<file path="config.mk">
export PLATFORM = sky130hd
export DESIGN_NAME = temp_sensor_core
export DESIGN_NICKNAME = d
export VERILOG_FILES = /design/src/hdl/temp_core_pkg.sv /design/src/hdl/temp_sensor_core.sv
export SDC_FILE = /design/constraint.sdc
export NUM_CORES = 1
export LEC_CHECK = 0
export BUFFER_PORTS_ARGS = -buffer_cell sky130_fd_sc_hd__buf_4
export CELL_PAD_IN_SITES_DETAIL_PLACEMENT = 1
export CELL_PAD_IN_SITES_GLOBAL_PLACEMENT = 1
export CORE_AREA = 5 5 123 125
export CTS_BUF_LIST = sky130_fd_sc_hd__clkbuf_4 sky130_fd_sc_hd__clkbuf_8
export DETAILED_ROUTE_END_ITERATION = 6
export DIE_AREA = 0 0 128 130
export MAX_ROUTING_LAYER = met4
export PLACE_DENSITY_LB_ADDON = 0.1
export SYNTH_ARGS = -nofsm -noshare
export SYNTH_HDL_FRONTEND = slang
export SYNTH_SLANG_ARGS = --single-unit
</file>
<file path="constraint.sdc">
create_clock -name clk_i -period 4 [get_ports clk_i]
set_clock_uncertainty 0.05 [all_clocks]
set_input_delay 0.8 -clock clk_i [delete_from_list [all_inputs] [get_ports clk_i]]
set_output_delay 0.8 -clock clk_i [all_outputs]
set_load 0.02 [all_outputs]
</file>
<file path="src/hdl/temp_core_pkg.sv">
package temp_core_pkg;
   // ---------------------------------------------------------------
   // Timing
   // ---------------------------------------------------------------
   localparam int unsigned CLK_HZ = 125000000;
   localparam int unsigned ACT_CONV_MS = 26;
   localparam int unsigned TIMEOUT_MS = 28;
   localparam int unsigned ACT_CONV_CYC = ACT_CONV_MS * (CLK_HZ / 1000);
   localparam int unsigned TIMEOUT_CYC = TIMEOUT_MS * (CLK_HZ / 1000);
   // Conversion periods in milliseconds, indexed by rate field
   localparam int unsigned PERIOD_MS_0 = 4000;
   localparam int unsigned PERIOD_MS_1 = 1000;
   localparam int unsigned PERIOD_MS_2 = 250;
   localparam int unsigned PERIOD_MS_3 = 125;
   localparam int unsigned MS_CYC = CLK_HZ / 1000;
   localparam int unsigned CNT_W = 32;

   // ---------------------------------------------------------------
   // Codes and widths
   // ---------------------------------------------------------------
   localparam logic [1:0] MODE_SHUTDOWN = 2'h0;
   localparam logic [1:0] MODE_ONE_SHOT = 2'h1;
   localparam logic [1:0] MODE_CONT = 2'h2;
   localparam int unsigned RES_W = 13;
   localparam logic [12:0] NORM_MAX = 13'h07FF;
   localparam logic [12:0] NORM_MIN = 13'h1800;
   localparam logic [7:0] CAL_BYTE = 8'h55;
   localparam logic [3:0] ADDR_RESET = 4'h0;

   typedef enum logic [1:0] {
      CV_IDLE = 2'b00,
      CV_RUN = 2'b01,
      CV_WAIT = 2'b10
   } conv_state_t;

   // Limit register write carrier
   typedef struct packed {
      logic wr_high;
      logic wr_low;
      logic [12:0] value;
   } limit_wr_t;
endpackage

</file>
<file path="src/hdl/temp_sensor_core.sv">
module temp_sensor_core #(
   parameter int unsigned ACT_CONV_CYCLES = temp_core_pkg::ACT_CONV_CYC,
   parameter int unsigned TIMEOUT_CYCLES = temp_core_pkg::TIMEOUT_CYC,
   parameter int unsigned MS_CYCLES = temp_core_pkg::MS_CYC
) (
   input wire logic clk_i,
   input wire logic reset_i,
   // Chain pins
   input wire logic chain_rx_i,
   output logic chain_tx_o,
   // Own transmit path, received bytes and commands from the serial engine
   input wire logic own_send_i,
   input wire logic own_bit_i,
   input wire logic byte_seen_i,
   input wire logic [7:0] byte_data_i,
   input wire logic [3:0] cmd_addr_i,
   input wire logic cmd_global_i,
   input wire logic cmd_valid_i,
   input wire logic addr_load_i,
   input wire logic [3:0] addr_value_i,
   // Configuration
   input wire logic mode_wr_i,
   input wire logic [1:0] mode_i,
   input wire logic [1:0] conversion_rate_field_i,
   input wire logic extended_range_select_i,
   input wire temp_core_pkg::limit_wr_t limit_wr_i,
   // Analog front end sample, signed sixteenths of a degree
   input wire logic signed [15:0] raw_temp_i,
   // Status
   output logic [1:0] mode_o,
   output logic [12:0] result_o,
   output logic result_valid_o,
   output logic result_ext_o,
   output logic converting_o,
   output logic [12:0] high_limit_o,
   output logic [12:0] low_limit_o,
   output logic iface_reset_o,
   output logic iface_synced_o,
   output logic addr_match_o,
   output logic [3:0] own_addr_o
);
   import temp_core_pkg::*;

   // ---------------------------------------------------------------
   // Pin synchroniser
   // ---------------------------------------------------------------
   logic rx_meta_q;
   logic rx_sync_q;
   always_ff @(posedge clk_i) begin
      if (reset_i) begin
         rx_meta_q <= 1'b1;
         rx_sync_q <= 1'b1;
      end else begin
         rx_meta_q <= chain_rx_i;
         rx_sync_q <= rx_meta_q;
      end
   end

   // Pass-through or own data; two sync stages plus this register give three cycles
   always_ff @(posedge clk_i) begin
      if (reset_i) begin
         chain_tx_o <= 1'b1;
      end else begin
         chain_tx_o <= own_send_i ? own_bit_i : rx_sync_q;
      end
   end

   // ---------------------------------------------------------------
   // Conversion sequencer
   // ---------------------------------------------------------------
   conv_state_t state_q;
   logic [CNT_W-1:0] cnt_q;
   logic [CNT_W-1:0] wait_cyc;
   logic conv_done;
   logic [1:0] mode_q;

   // Idle delay is the period less the conversion itself
   always_comb begin
      case (conversion_rate_field_i)
         2'h0: wait_cyc = CNT_W'(PERIOD_MS_0 * MS_CYCLES - ACT_CONV_CYCLES);
         2'h1: wait_cyc = CNT_W'(PERIOD_MS_1 * MS_CYCLES - ACT_CONV_CYCLES);
         2'h2: wait_cyc = CNT_W'(PERIOD_MS_2 * MS_CYCLES - ACT_CONV_CYCLES);
         default: wait_cyc = CNT_W'(PERIOD_MS_3 * MS_CYCLES - ACT_CONV_CYCLES);
      endcase
   end

   assign conv_done = (state_q == CV_RUN) && (cnt_q == CNT_W'(ACT_CONV_CYCLES - 1));

   // Reset starts a conversion straight away; time base is cnt_q
   always_ff @(posedge clk_i) begin
      if (reset_i) begin
         state_q <= CV_RUN;
         cnt_q <= '0;
         converting_o <= 1'b1;
      end else begin
         case (state_q)
            CV_RUN: begin
               if (conv_done) begin
                  cnt_q <= '0;
                  // Bit 1 alone selects continuous, so 11 behaves as 10
                  state_q <= mode_q[1] ? CV_WAIT : CV_IDLE;
                  converting_o <= 1'b0;
               end else begin
                  cnt_q <= cnt_q + 1'b1;
               end
            end
            CV_WAIT: begin
               if (!mode_q[1]) begin
                  state_q <= CV_IDLE;
                  cnt_q <= '0;
               end else if (cnt_q >= wait_cyc - 1'b1) begin
                  state_q <= CV_RUN;
                  converting_o <= 1'b1;
                  cnt_q <= '0;
               end else begin
                  cnt_q <= cnt_q + 1'b1;
               end
            end
            default: begin
               cnt_q <= '0;
               if (mode_q != MODE_SHUTDOWN) begin
                  state_q <= CV_RUN;
                  converting_o <= 1'b1;
               end
            end
         endcase
      end
   end

   // Mode field; one-shot reverts to shutdown once its conversion ends
   always_ff @(posedge clk_i) begin
      if (reset_i) begin
         mode_q <= MODE_CONT;
      end else if (mode_wr_i) begin
         mode_q <= mode_i;
      end else if (conv_done && mode_q == MODE_ONE_SHOT) begin
         mode_q <= MODE_SHUTDOWN;
      end
   end
   assign mode_o = mode_q;

   // ---------------------------------------------------------------
   // Result formatting
   // ---------------------------------------------------------------
   logic [12:0] fmt;
   logic signed [15:0] norm_max_s;
   logic signed [15:0] norm_min_s;
   assign norm_max_s = signed'({3'h0, NORM_MAX});
   assign norm_min_s = signed'({3'h7, NORM_MIN});

   // Extended select is consulted here at conversion end, and by the limit writes
   always_comb begin
      fmt = raw_temp_i[12:0];
      if (!extended_range_select_i) begin
         if (raw_temp_i > norm_max_s) begin
            fmt = NORM_MAX;
         end else if (raw_temp_i < norm_min_s) begin
            fmt = NORM_MIN;
         end
      end
   end

   always_ff @(posedge clk_i) begin
      if (reset_i) begin
         result_o <= '0;
         result_valid_o <= 1'b0;
         result_ext_o <= 1'b0;
      end else if (conv_done) begin
         result_o <= fmt;
         result_valid_o <= 1'b1;
         result_ext_o <= extended_range_select_i;
      end
   end

   // ---------------------------------------------------------------
   // Limit registers
   // ---------------------------------------------------------------
   // Extension bit only written in extended mode and kept otherwise
   always_ff @(posedge clk_i) begin
      if (reset_i) begin
         high_limit_o <= '0;
         low_limit_o <= '0;
      end else begin
         if (limit_wr_i.wr_high) begin
            high_limit_o[11:0] <= limit_wr_i.value[11:0];
            if (extended_range_select_i) begin
               high_limit_o[12] <= limit_wr_i.value[12];
            end
         end
         if (limit_wr_i.wr_low) begin
            low_limit_o[11:0] <= limit_wr_i.value[11:0];
            if (extended_range_select_i) begin
               low_limit_o[12] <= limit_wr_i.value[12];
            end
         end
      end
   end

   // ---------------------------------------------------------------
   // Interface timeout and addressing
   // ---------------------------------------------------------------
   logic [CNT_W-1:0] idle_q;
   always_ff @(posedge clk_i) begin
      if (reset_i) begin
         idle_q <= '0;
         iface_reset_o <= 1'b0;
         iface_synced_o <= 1'b0;
      end else begin
         iface_reset_o <= 1'b0;
         if (byte_seen_i) begin
            idle_q <= '0;
            if (!iface_synced_o) begin
               iface_synced_o <= (byte_data_i == CAL_BYTE);
            end
         end else if (iface_synced_o) begin
            if (idle_q == CNT_W'(TIMEOUT_CYCLES - 1)) begin
               idle_q <= '0;
               iface_synced_o <= 1'b0;
               iface_reset_o <= 1'b1;
            end else begin
               idle_q <= idle_q + 1'b1;
            end
         end
      end
   end

   always_ff @(posedge clk_i) begin
      if (reset_i) begin
         own_addr_o <= ADDR_RESET;
         addr_match_o <= 1'b0;
      end else begin
         if (addr_load_i) begin
            own_addr_o <= addr_value_i;
         end
         addr_match_o <= cmd_valid_i && (cmd_global_i || cmd_addr_i == own_addr_o);
      end
   end

   // ---------------------------------------------------------------
   // Checks
   // ---------------------------------------------------------------
   property p_pass_through;
      @(posedge clk_i) disable iff (reset_i)
      !own_send_i |=> chain_tx_o == $past(rx_sync_q);
   endproperty
   a_pass_through: assert property (p_pass_through) else $error("pass-through broken");

   property p_result_on_done;
      @(posedge clk_i) disable iff (reset_i)
      conv_done |=> result_valid_o && result_o == $past(fmt);
   endproperty
   a_result_on_done: assert property (p_result_on_done) else $error("result not stored");

   property p_saturate;
      @(posedge clk_i) disable iff (reset_i)
      (!extended_range_select_i && raw_temp_i > norm_max_s) |-> fmt == NORM_MAX;
   endproperty
   a_saturate: assert property (p_saturate) else $error("no saturation");

   property p_ext_kept;
      @(posedge clk_i) disable iff (reset_i)
      !extended_range_select_i |=> high_limit_o[12] == $past(high_limit_o[12]);
   endproperty
   a_ext_kept: assert property (p_ext_kept) else $error("extension bit changed");

   property p_one_shot_back;
      @(posedge clk_i) disable iff (reset_i)
      (conv_done && mode_q == MODE_ONE_SHOT && !mode_wr_i) |=> mode_q == MODE_SHUTDOWN;
   endproperty
   a_one_shot_back: assert property (p_one_shot_back) else $error("one-shot stuck");

   property p_shutdown_idle;
      @(posedge clk_i) disable iff (reset_i)
      (conv_done && !mode_q[1]) |=> state_q == CV_IDLE;
   endproperty
   a_shutdown_idle: assert property (p_shutdown_idle) else $error("not idle");

   property p_cont_wait;
      @(posedge clk_i) disable iff (reset_i)
      (conv_done && mode_q[1]) |=> state_q == CV_WAIT;
   endproperty
   a_cont_wait: assert property (p_cont_wait) else $error("no rate wait");

   property p_byte_restart;
      @(posedge clk_i) disable iff (reset_i)
      byte_seen_i |=> idle_q == '0 && !iface_reset_o;
   endproperty
   a_byte_restart: assert property (p_byte_restart) else $error("timer not restarted");

   property p_global;
      @(posedge clk_i) disable iff (reset_i)
      (cmd_valid_i && cmd_global_i) |=> addr_match_o;
   endproperty
   a_global: assert property (p_global) else $error("global ignored");

   property p_ext_kept_low;
      @(posedge clk_i) disable iff (reset_i)
      !extended_range_select_i |=> low_limit_o[12] == $past(low_limit_o[12]);
   endproperty
   a_ext_kept_low: assert property (p_ext_kept_low) else $error("low extension bit changed");

   property p_timeout_drop;
      @(posedge clk_i) disable iff (reset_i)
      iface_reset_o |-> !iface_synced_o;
   endproperty
   a_timeout_drop: assert property (p_timeout_drop) else $error("sync kept on timeout");
endmodule

</file>
==> impl_metrics.toml, run 1 <==
[logic_synthesis]
yosysWarningCount = 0
syn-num-nets = 757
synth-xor-area-share_pct = 10.4
synth_cells = 664
synth_area_per_cell_um2 = 8.78
ys_seq_area_share_pct = 41.2
syn_area_um2 = 5830
synth_seq_cells = 120
synth_top_family_by_area = "simple AND/OR/NAND/NOR gates"
synth_mux_area_share_pct = 5.32
synth_top_area_cell = "dfxtp_1"
yosys.area_share.adder_pct = 6.66
synth_compound_area_share_pct = 8.12
synth.area.top_cells = "dfxtp_1 41%, nor2_1 7.9%, ha_1 6.7%, xor2_1 5.4%, mux2i_1 5.3%"
synth_simple_gate_area_share_pct = 24.5
ys_types = 49
yosysTopAreaCellShare_pct = 41.2

[global_routing]
grt_use_total_pct = 20.4
grt_pass1_vias = 5401
grt_pass1_wl_um = 26400
grt_max_degree = 56
antenna_found_initial = 0
gr-total-overflow = 0

[cts]
clk_pin_slew_ns = 0.07
cts_tree = "done"
clock_latency_ns = 0.43
cts_hold_buf = 0
cts.sinks = 120
post-cts-setup-buffers = 0
h-tree-depth = 4
postCtsResizedCells = 0
cts-buffers-inserted = 17
cts-root-buf = "clkbuf_8"
max-clock-path-buffers = 2

[drt]
routedWlPerCell_um = 16.2
vias = 5007
final_antenna_net_count = 0
drc = 0
vias_per_cell = 5.21
drt_wl_total_um = 15500
drtIter0Drc = 198
firstDrtPassIters = 4

[worst_setup_path]
worstPathRequired_ns = 4.31
critPathKind = "in -> reg"
crit_path_end_kind = "flop"
timing.critical_path.slowest_stage_cell = "a2111oi_4"
slowest_delay_ns = 0.44
cp.arrival_ns = 3.71
cp_max_fo = 32
critPathLaunchType = "input pin"
path_cells = "buf_4 -> inv_1 -> ha_1 -> inv_1 -> ha_1 -> inv_1 -> ha_1 -> and4_1 -> a211o_1 -> a211o_1 -> a2111oi_4 -> o21ai_2 -> buf_4 -> nor2_1"

[timing]
relSlewSlack_pct = 29.2
setup_tns_ns = 0
max_freq_mhz = 294
finalHoldViolCount = 0
worst_pin_slew_ns = 1.05
period_share_pct = 85.0
setup_viol = 0
rsz0062_at_grt = "false"
holdWs_ns = 0.357
finalCriticalPeriod_ns = 3.40
maxSlewViolCount = 0
fin_ws_ns = 0.602

[run]
maxCapViolCount = 0

[die]
die_area_um2 = 16600
ios = 114
die_w_um = 128
core_um2 = 13800
rows = 43
die_h_um = 130
start_util_pct = 42.3

[final_layout]
drive_above_1_share_pct = 21.1
nets = 863
n_antenna_cell = 0
area_growth_pct = 23.3
finish.utilization_pct = 52.2
final_cells = 961
layout_commonest_cell = "nor2_1"
final_cell_mix = "122 x nor2_1, 120 x dfxtp_1, 116 x buf_4"

[placed_design]
dp.cells = 931
dpl_worst_slack_ns = 0.146
numPortBuffers = 113
gp_congestion = 0.898
dp_hpwl_um = 11900

[power_and_ir_drop]
switching_power_uw = 712
pwr_density_cell_nw_per_um2 = 381
peakVddDrop_mv = 0.228
power_frac_seq_pct = 46.1
p_int_mw = 2.03
power_frac_comb_pct = 13.4
leakage_nw = 2.90
power_frac_clock_pct = 40.5
switching_share_pct = 26.0

[min_path]
hp-class = "reg -> reg"

[status]
status = "complete, no violations"
[stage by stage]
step	instance area (um2)	power (mW)
2_1_floorplan	5830	1.53
3_3_place_gp	6790	1.64
3_5_place_dp	6790	1.66
4_1_cts	7180	2.78
5_1_grt	7180	2.88
6_report	7180	2.74
[worst max-delay path, delay by kind of cell]
| family | cells | cell delay (ns) |
|---|---|---|
| buf+inv | 5 | 0.67 |
| compound gates | 4 | 1.10 |
| fa+ha+maj | 3 | 0.79 |
| simple gates | 2 | 0.32 |
[state kept, by name, summed over array words and instances (netlist names)]
register	flops
state_q	2
chain_tx_o	1
own_addr_o	4
idle_q	32
converting_o	1
rx_sync_q	1
result_valid_o	1
high_limit_o	13
rx_meta_q	1
low_limit_o	13
addr_match_o	1
cnt_q	32
iface_synced_o	1
result_ext_o	1
mode_o	2
result_o	13
iface_reset_o	1
[worst paths after layout]
path | startpoint | endpoint | slack [ns] | depth (start not counted)
worst max-delay path | conversion_rate_field_i[0] | cnt_q[8] | 0.60 | 14
worst max register to register | cnt_q[6] | cnt_q[8] | 1.34 | 9
worst min-delay path | rx_meta_q | rx_sync_q | 0.36 | 1
worst min register to register | rx_meta_q | rx_sync_q | 0.36 | 1
[metal layers]
metal	GRT usage, %	wire (um)
met5	-	0
met4	6.05	223
met3	8.31	1190
met2	31.5	7100
met1	24.5	7020
[cell families after synthesis]
kind of cell | after synthesis
simple gates | 292
flops | 120
compound gates | 71
xor+xnor | 69
buf+inv | 50
mux | 31
fa+ha+maj | 31
[cell type report]
| cell class | instances | area, um2 |
|---|---|---|
| clock buffer | 21 | 270 |
| timing repair buffer | 116 | 871 |
| inverter | 21 | 78.8 |
| tap | 180 | 225 |
| fill | 1677 | 6590 |
| sequential | 120 | 2400 |
| clock inverter | 9 | 126 |
| multi-input combinational | 494 | 3210 |
[cell usage after synthesis, drive strengths merged]
library cell / instances
a2111oi: 1
a211o: 3
a211oi: 15
a21boi: 3
a21oi: 24
a31oi: 3
a41o: 1
a41oi: 1
and2: 1
and3: 13
and3b: 1
and4: 6
buf: 13
clkbuf: 16
dfxtp: 120
ha: 31
inv: 21
mux2i: 31
nand2: 37
nand2b: 3
nand3: 32
nand3b: 2
nand4: 24
nand4b: 1
nor2: 132
nor2b: 4
nor3: 9
nor3b: 1
nor4: 12
nor4b: 3
nor4bb: 1
o211ai: 4
o21a: 1
o21ai: 11
o21bai: 1
o22ai: 1
o311ai: 1
o31ai: 1
or2: 4
or3: 2
or4: 4
xnor2: 33
xor2: 36
[power groups by stage]
stage	registers, mW	clock network [mW]	logic [mW]
after detailed placement	1.29	0	0.371
after CTS	1.26	1.15	0.373
final	1.26	1.11	0.367
after global routing	1.27	1.21	0.410
after floorplan	1.31	0	0.221
after global placement	1.29	0	0.358
Note: power is estimated with default switching activity, not from simulation.
==> run 2: changes to the inputs <==
- ABC_AREA: not set -> 1
- CORE_AREA: 5 5 123 125 -> 5 5 140 142
- DIE_AREA: 0 0 128 130 -> 0 0 145 147
- clock period: 4 -> 2.7 ns (I/O delays scaled with it)
==> run 2 against run 1 <==
  * Global-route usage fell by 0.94 points
  * Area after synthesis is 15% higher
  * Non-clock buffer count increased by 22
  * Cell count up 40%
  * Total power increased by 65%
  * Worst setup slack got worse by 0.30 ns
  * Die area grew 28%
  * Core utilization shrank 6.5 points
  * Clock power rose by 55%
  * First-iteration DRC count increased by 25%
==> impl_metrics.toml, run 2 <==
[timing]
setup_viol = 0
max_freq_mhz = 417
finalCriticalPeriod_ns = 2.40
finalHoldViolCount = 0
holdWs_ns = 0.236
period_share_pct = 88.8
worst_pin_slew_ns = 0.796
rsz0062_at_grt = "false"
fin_ws_ns = 0.302
maxSlewViolCount = 0
relSlewSlack_pct = 46.9

[cts]
cts-buffers-inserted = 17
post-cts-setup-buffers = 0
clock_latency_ns = 0.44
cts_hold_buf = 0
h-tree-depth = 4
max-clock-path-buffers = 2
clk_pin_slew_ns = 0.07
cts-root-buf = "clkbuf_8"
postCtsResizedCells = 0
cts_tree = "done"
cts.sinks = 120

[min_path]
hp-class = "in -> reg"
worstHoldEndpoint = "rx_meta_q"
whs_path_depth = 2
worstHoldStart = "chain_rx_i"

[power_and_ir_drop]
peakVddDrop_mv = 0.313
leakage_nw = 3.52
pwr_density_cell_nw_per_um2 = 539

[global_routing]
grt_use_total_pct = 19.4
grt_pass1_wl_um = 33400
gr-total-overflow = 0
antenna_found_initial = 0
grt_pass1_vias = 6757
grt_max_degree = 48

[logic_synthesis]
yosysMostFrequentCell = "nor2_1"
synth_cells = 964
synth_flop_cell = "dfxtp_1"
synth_edf_count = 0
yosysWarningCount = 0
synth_top_area_cell = "dfxtp_1"
synth_seq_cells = 120
synth_area_per_cell_um2 = 6.98
synth.area.top_cells = "dfxtp_1 36%, nor2_1 9.4%, nand2_1 8.7%, inv_1 5.8%, ha_1 5.8%"
ys_types = 43
ys_async_sr_fraction_pct = 0
syn-num-nets = 1057
syn_area_um2 = 6730
synthTopCellsByCount = "168 x nor2_1, 156 x nand2_1, 120 x dfxtp_1"
yosysTopAreaCellShare_pct = 35.7
ys_seq_area_share_pct = 35.7

[placed_design]
dp.cells = 1309
numPortBuffers = 113
dp_hpwl_um = 15600
dpl_cell_area_um2 = 7950
gp_congestion = 0.852
dpl_worst_slack_ns = -0.129

[run]
maxCapViolCount = 0

[die]
rows = 50
ios = 114
core_um2 = 18300
die_area_um2 = 21300
die_w_um = 145
die_h_um = 147
start_util_pct = 36.7

[status]
status = "complete, no violations"

[final_layout]
ff_latch_area_um2 = 2400
final_cells = 1341
layout_commonest_cell = "nor2_1"
multi_input_comb_area_um2 = 3790
nets = 1187
drive_above_1_share_pct = 19.6
stdcell_area_um2 = 8370
area_growth_pct = 24.4
nFillCells = 2463
finish.utilization_pct = 45.7
reg_top3 = "cnt_q: 32 flops, idle_q: 32 flops"
n_antenna_cell = 0
final_cell_mix = "168 x nor2_1, 156 x nand2_1, 136 x buf_4"

[drt]
drc = 0
drt_wl_total_um = 20100
vias = 6695
drtIter0Drc = 247
firstDrtPassIters = 4
routedWlPerCell_um = 15.0
final_antenna_net_count = 0
vias_per_cell = 4.99

[worst_setup_path]
worstPathRequired_ns = 3.01
cp_max_fo = 18
worstReg2RegStart = "cnt_q[10]"
rr_worst_depth = 13
r2r_slack_ns = 0.56
critPathKind = "in -> reg"
timing.critical_path.slowest_stage_cell = "ha_1"
critPathLaunchType = "input pin"
cpMostUsedCell = "inv_1"
r2r_end = "cnt_q[14]"
path_cells = "buf_4 -> inv_1 -> ha_1 -> inv_1 -> buf_4 -> ha_1 -> inv_1 -> nand2_1 -> nand3_1 -> nor2_1 -> nand2_1 -> nand3_1 -> a21oi_2 -> nand3_4 -> nand2_2 -> nand2_2 -> buf_12 -> nor3_1"
slowest_delay_ns = 0.23
crit_path_end_kind = "flop"
cp.arrival_ns = 2.71
[run 2: cell types whose count changed after synthesis, sizes merged, moves of 15 or more]
cell / before / now
nor2: 132 / 187
nand2: 37 / 161
inv: 21 / 109
nor3: 9 / 42
mux2i: 31 / 0
a21oi: 24 / 45
nand3: 32 / 72
a211oi: 15 / 0
o21ai: 11 / 67
xnor2: 33 / 10
[run 2: per-stage QoR]
stage	TNS [ns]	total power [mW]
6_report	0	4.51
5_1_grt	0	4.77
4_1_cts	0	4.59
3_5_place_dp	-2.70	2.85
3_3_place_gp	-0.410	2.84
2_1_floorplan	0	2.51
[run 2: layout make-up]
cell class                 count  share of cell area (%)
clock inverter                12                    1.69
sequential                   120                    28.7
multi-input combinational    708                    45.2
tap                          234                    3.50
clock buffer                  20                    3.29
inverter                     109                    4.89
timing repair buffer         138                    12.7
[run 2: where the power goes]
group / internal [mW] / switching, mW
Combinational: 0.373 / 0.535
Sequential: 1.84 / 0.0448
Clock: 0.903 / 0.816
Total: 3.12 / 1.40
[run 2: logic make-up (layout without fill, tap and decap cells)]
logic type / count (synthesis) / after routing / synth area share, %
flops: 120 / 120 / 35.7
compound gates: 126 / 126 / 10.0
xor+xnor: 37 / 37 / 4.82
fa+ha+maj: 31 / 31 / 5.76
buf+inv: 136 / 279 / 8.03
simple gates: 514 / 514 / 35.7
[run 2: metal layers]
metal | up-vias | wire length, um | GRT usage [%]
met1 | 3137 | 9850 | 25.4
li1 | 3415 | - | -
met5 | - | 0 | -
met3 | 13 | 1180 | 6.14
met2 | 130 | 8950 | 29.5
met4 | 0 | 163 | 4.47
[run 2: critical path: cells and delay by family]
| family | cells | cell delay (ns) |
|---|---|---|
| adder cells (fa/ha/maj) | 2 | 0.45 |
| buffers and inverters | 6 | 0.75 |
| AND/OR/NAND/NOR | 9 | 0.75 |
| AO/OA/AOI/OAI | 1 | 0.20 |
[run 2: worst max-delay path by stage]
stage                               start         to  slack [ns]  depth (start not counted)
2_1_floorplan  conversion_rate_field_i[0]  cnt_q[13]        0.09                         19
3_3_place_gp   conversion_rate_field_i[0]  cnt_q[14]       -0.04                         19
3_5_place_dp   conversion_rate_field_i[0]  cnt_q[21]       -0.13                         18
4_1_cts        conversion_rate_field_i[0]  cnt_q[14]        0.33                         18
5_1_grt        conversion_rate_field_i[0]  cnt_q[14]        0.11                         18
6_report       conversion_rate_field_i[0]  cnt_q[14]        0.30                         18
==> run 3: changes to the inputs <==
--- a/config.mk
+++ b/config.mk
@@ -10,8 +10,8 @@
 export CELL_PAD_IN_SITES_DETAIL_PLACEMENT = 1
 export CELL_PAD_IN_SITES_GLOBAL_PLACEMENT = 1
-export CORE_AREA = 5 5 140 142
+export CORE_AREA = 2 2 137 139
 export CTS_BUF_LIST = sky130_fd_sc_hd__clkbuf_4 sky130_fd_sc_hd__clkbuf_8
 export DETAILED_ROUTE_END_ITERATION = 6
-export DIE_AREA = 0 0 145 147
+export DIE_AREA = 0 0 139 141
 export MAX_ROUTING_LAYER = met4
 export PLACE_DENSITY_LB_ADDON = 0.1
--- a/constraint.sdc
+++ b/constraint.sdc
@@ -3,3 +3,3 @@
 set_input_delay 0.54 -clock clk_i [delete_from_list [all_inputs] [get_ports clk_i]]
 set_output_delay 0.54 -clock clk_i [all_outputs]
-set_load 0.02 [all_outputs]
+set_load 0.01 [all_outputs]
==> run 3 against run 2 <==
  * Cell count did not move
  * Non-clock buffer count did not move
  * Register-to-register slack improved by 0.02 ns
  * Maximum frequency rose by 0.82%
  * Hold slack got worse by 0.0032 ns
  * Total power fell by 2.4%
  * Critical path depth did not move
==> impl_metrics.toml, run 3 (synthesized netlist as in run 2, its figures left out) <==
[cts]
cts.sinks = 120
cts-buffers-inserted = 17
post-cts-setup-buffers = 0
max-clock-path-buffers = 2
cts-root-buf = "clkbuf_8"
h-tree-depth = 4
postCtsResizedCells = 0
clock_latency_ns = 0.44
clk_pin_slew_ns = 0.07
cts_tree = "done"
cts_hold_buf = 0

[timing]
max_freq_mhz = 420
worst_pin_slew_ns = 0.797
holdWs_ns = 0.233
relSlewSlack_pct = 46.8
period_share_pct = 88.1
finalCriticalPeriod_ns = 2.38
setup_viol = 0
setup_tns_ns = 0
rsz0062_at_grt = "false"
finalHoldViolCount = 0
maxSlewViolCount = 0
fin_ws_ns = 0.321

[global_routing]
gr-total-overflow = 0
grt_max_degree = 32
grt_use_total_pct = 21.5
antenna_found_initial = 0
grt_pass1_vias = 6893
grt_pass1_wl_um = 33800

[worst_setup_path]
rr_worst_depth = 9
r2r_slack_ns = 0.58
cp.arrival_ns = 2.68
crit_path_end_kind = "flop"
worstReg2RegStart = "cnt_q[0]"
r2r_end = "result_o[11]"
cp_max_fo = 19
critPathLaunchType = "input pin"
worstPathRequired_ns = 3.00
critPathKind = "in -> reg"

[placed_design]
dp_hpwl_um = 15300
dpl_cell_area_um2 = 7950
numPortBuffers = 113
gp_congestion = 0.818
dpl_worst_slack_ns = -0.132

[drt]
vias = 6699
final_antenna_net_count = 0
routedWlPerCell_um = 14.8
drtIter0Drc = 209
drt_wl_total_um = 19900
vias_per_cell = 5.00
firstDrtPassIters = 4
drc = 0

[die]
die_area_um2 = 19600
die_h_um = 141
start_util_pct = 36.8
ios = 114
die_w_um = 139
core_um2 = 18300
rows = 50

[final_layout]
layout_commonest_cell = "nor2_1"
area_growth_pct = 24.1
drive_above_1_share_pct = 19.6
n_antenna_cell = 0
nets = 1187
reg_top3 = "cnt_q: 32 flops, idle_q: 32 flops"
finish.utilization_pct = 45.7
final_cell_mix = "168 x nor2_1, 156 x nand2_1, 136 x buf_4"
stdcell_area_um2 = 8350

[min_path]
worstHoldEndpoint = "rx_meta_q"
worstHoldStart = "chain_rx_i"
hp-class = "in -> reg"
whs_path_depth = 2

[run]
maxCapViolCount = 0

[status]
status = "complete, no violations"

[power_and_ir_drop]
pwr_density_cell_nw_per_um2 = 527
leakage_nw = 3.52
peakVddDrop_mv = 0.311
[run 3: cell count changes in the layout (fill, tap and decap cells not counted)]
cell        change
clkbuf_8        -2
clkinv_2        +4
clkinv_4        +2
clkinvlp_4      -4
[run 3: layout make-up]
| type | instances | area (um2) |
|---|---|---|
| Tap cell | 234 | 293 |
| Multi-Input combinational cell | 708 | 3790 |
| Inverter | 109 | 409 |
| Clock buffer | 18 | 248 |
| Clock inverter | 14 | 149 |
| Timing Repair Buffer | 138 | 1060 |
| Sequential cell | 120 | 2400 |
| Fill cell | 2399 | 9920 |
[run 3: power breakdown]
part	leakage [nW]	switching (mW)	internal [mW]
Sequential	0.976	0.0465	1.84
Clock	0.203	0.808	0.849
Combinational	2.34	0.507	0.350
[run 3: per-stage QoR]
stage,power [mW],std cells
after global placement,2.78,1309
after global routing,4.63,1341
after CTS,4.46,1341
after floorplan,2.48,964
after detailed placement,2.79,1309
final,4.40,1341
[run 3: layer usage]
layer  vias up  part of all wire [%]  routed length, um  GRT usage (%)
met3        23                   5.5               1090           5.20
met5         -                     0                  0              -
met2       139                    44               8740           33.1
met1      3130                    49               9780           28.3
met4         0                   1.4                282           6.22
li1       3407                     -                  -              -
[run 3: critical path: stages]
cell and delay [ns]:
buf_4 0.13, inv_1 0.10, ha_1 0.22, inv_1 0.07
buf_4 0.14, ha_1 0.23, inv_1 0.13, nand2_1 0.08
nand3_1 0.08, nor2_1 0.05, nand2_1 0.06, nand3_1 0.08
a21oi_2 0.20, nand3_4 0.09, nand2_2 0.08, nand2_2 0.08
buf_12 0.18, nor3_1 0.15
[run 3: worst max path at each step]
stage,start,end,slack (ns),cells after the start
detailed placement,conversion_rate_field_i[0],cnt_q[30],-0.13,18
floorplan,conversion_rate_field_i[0],cnt_q[13],0.09,19
finish,conversion_rate_field_i[0],cnt_q[21],0.32,18
CTS,conversion_rate_field_i[0],cnt_q[30],0.33,18
global placement,conversion_rate_field_i[0],cnt_q[27],-0.03,19
global route,conversion_rate_field_i[0],cnt_q[21],0.05,18
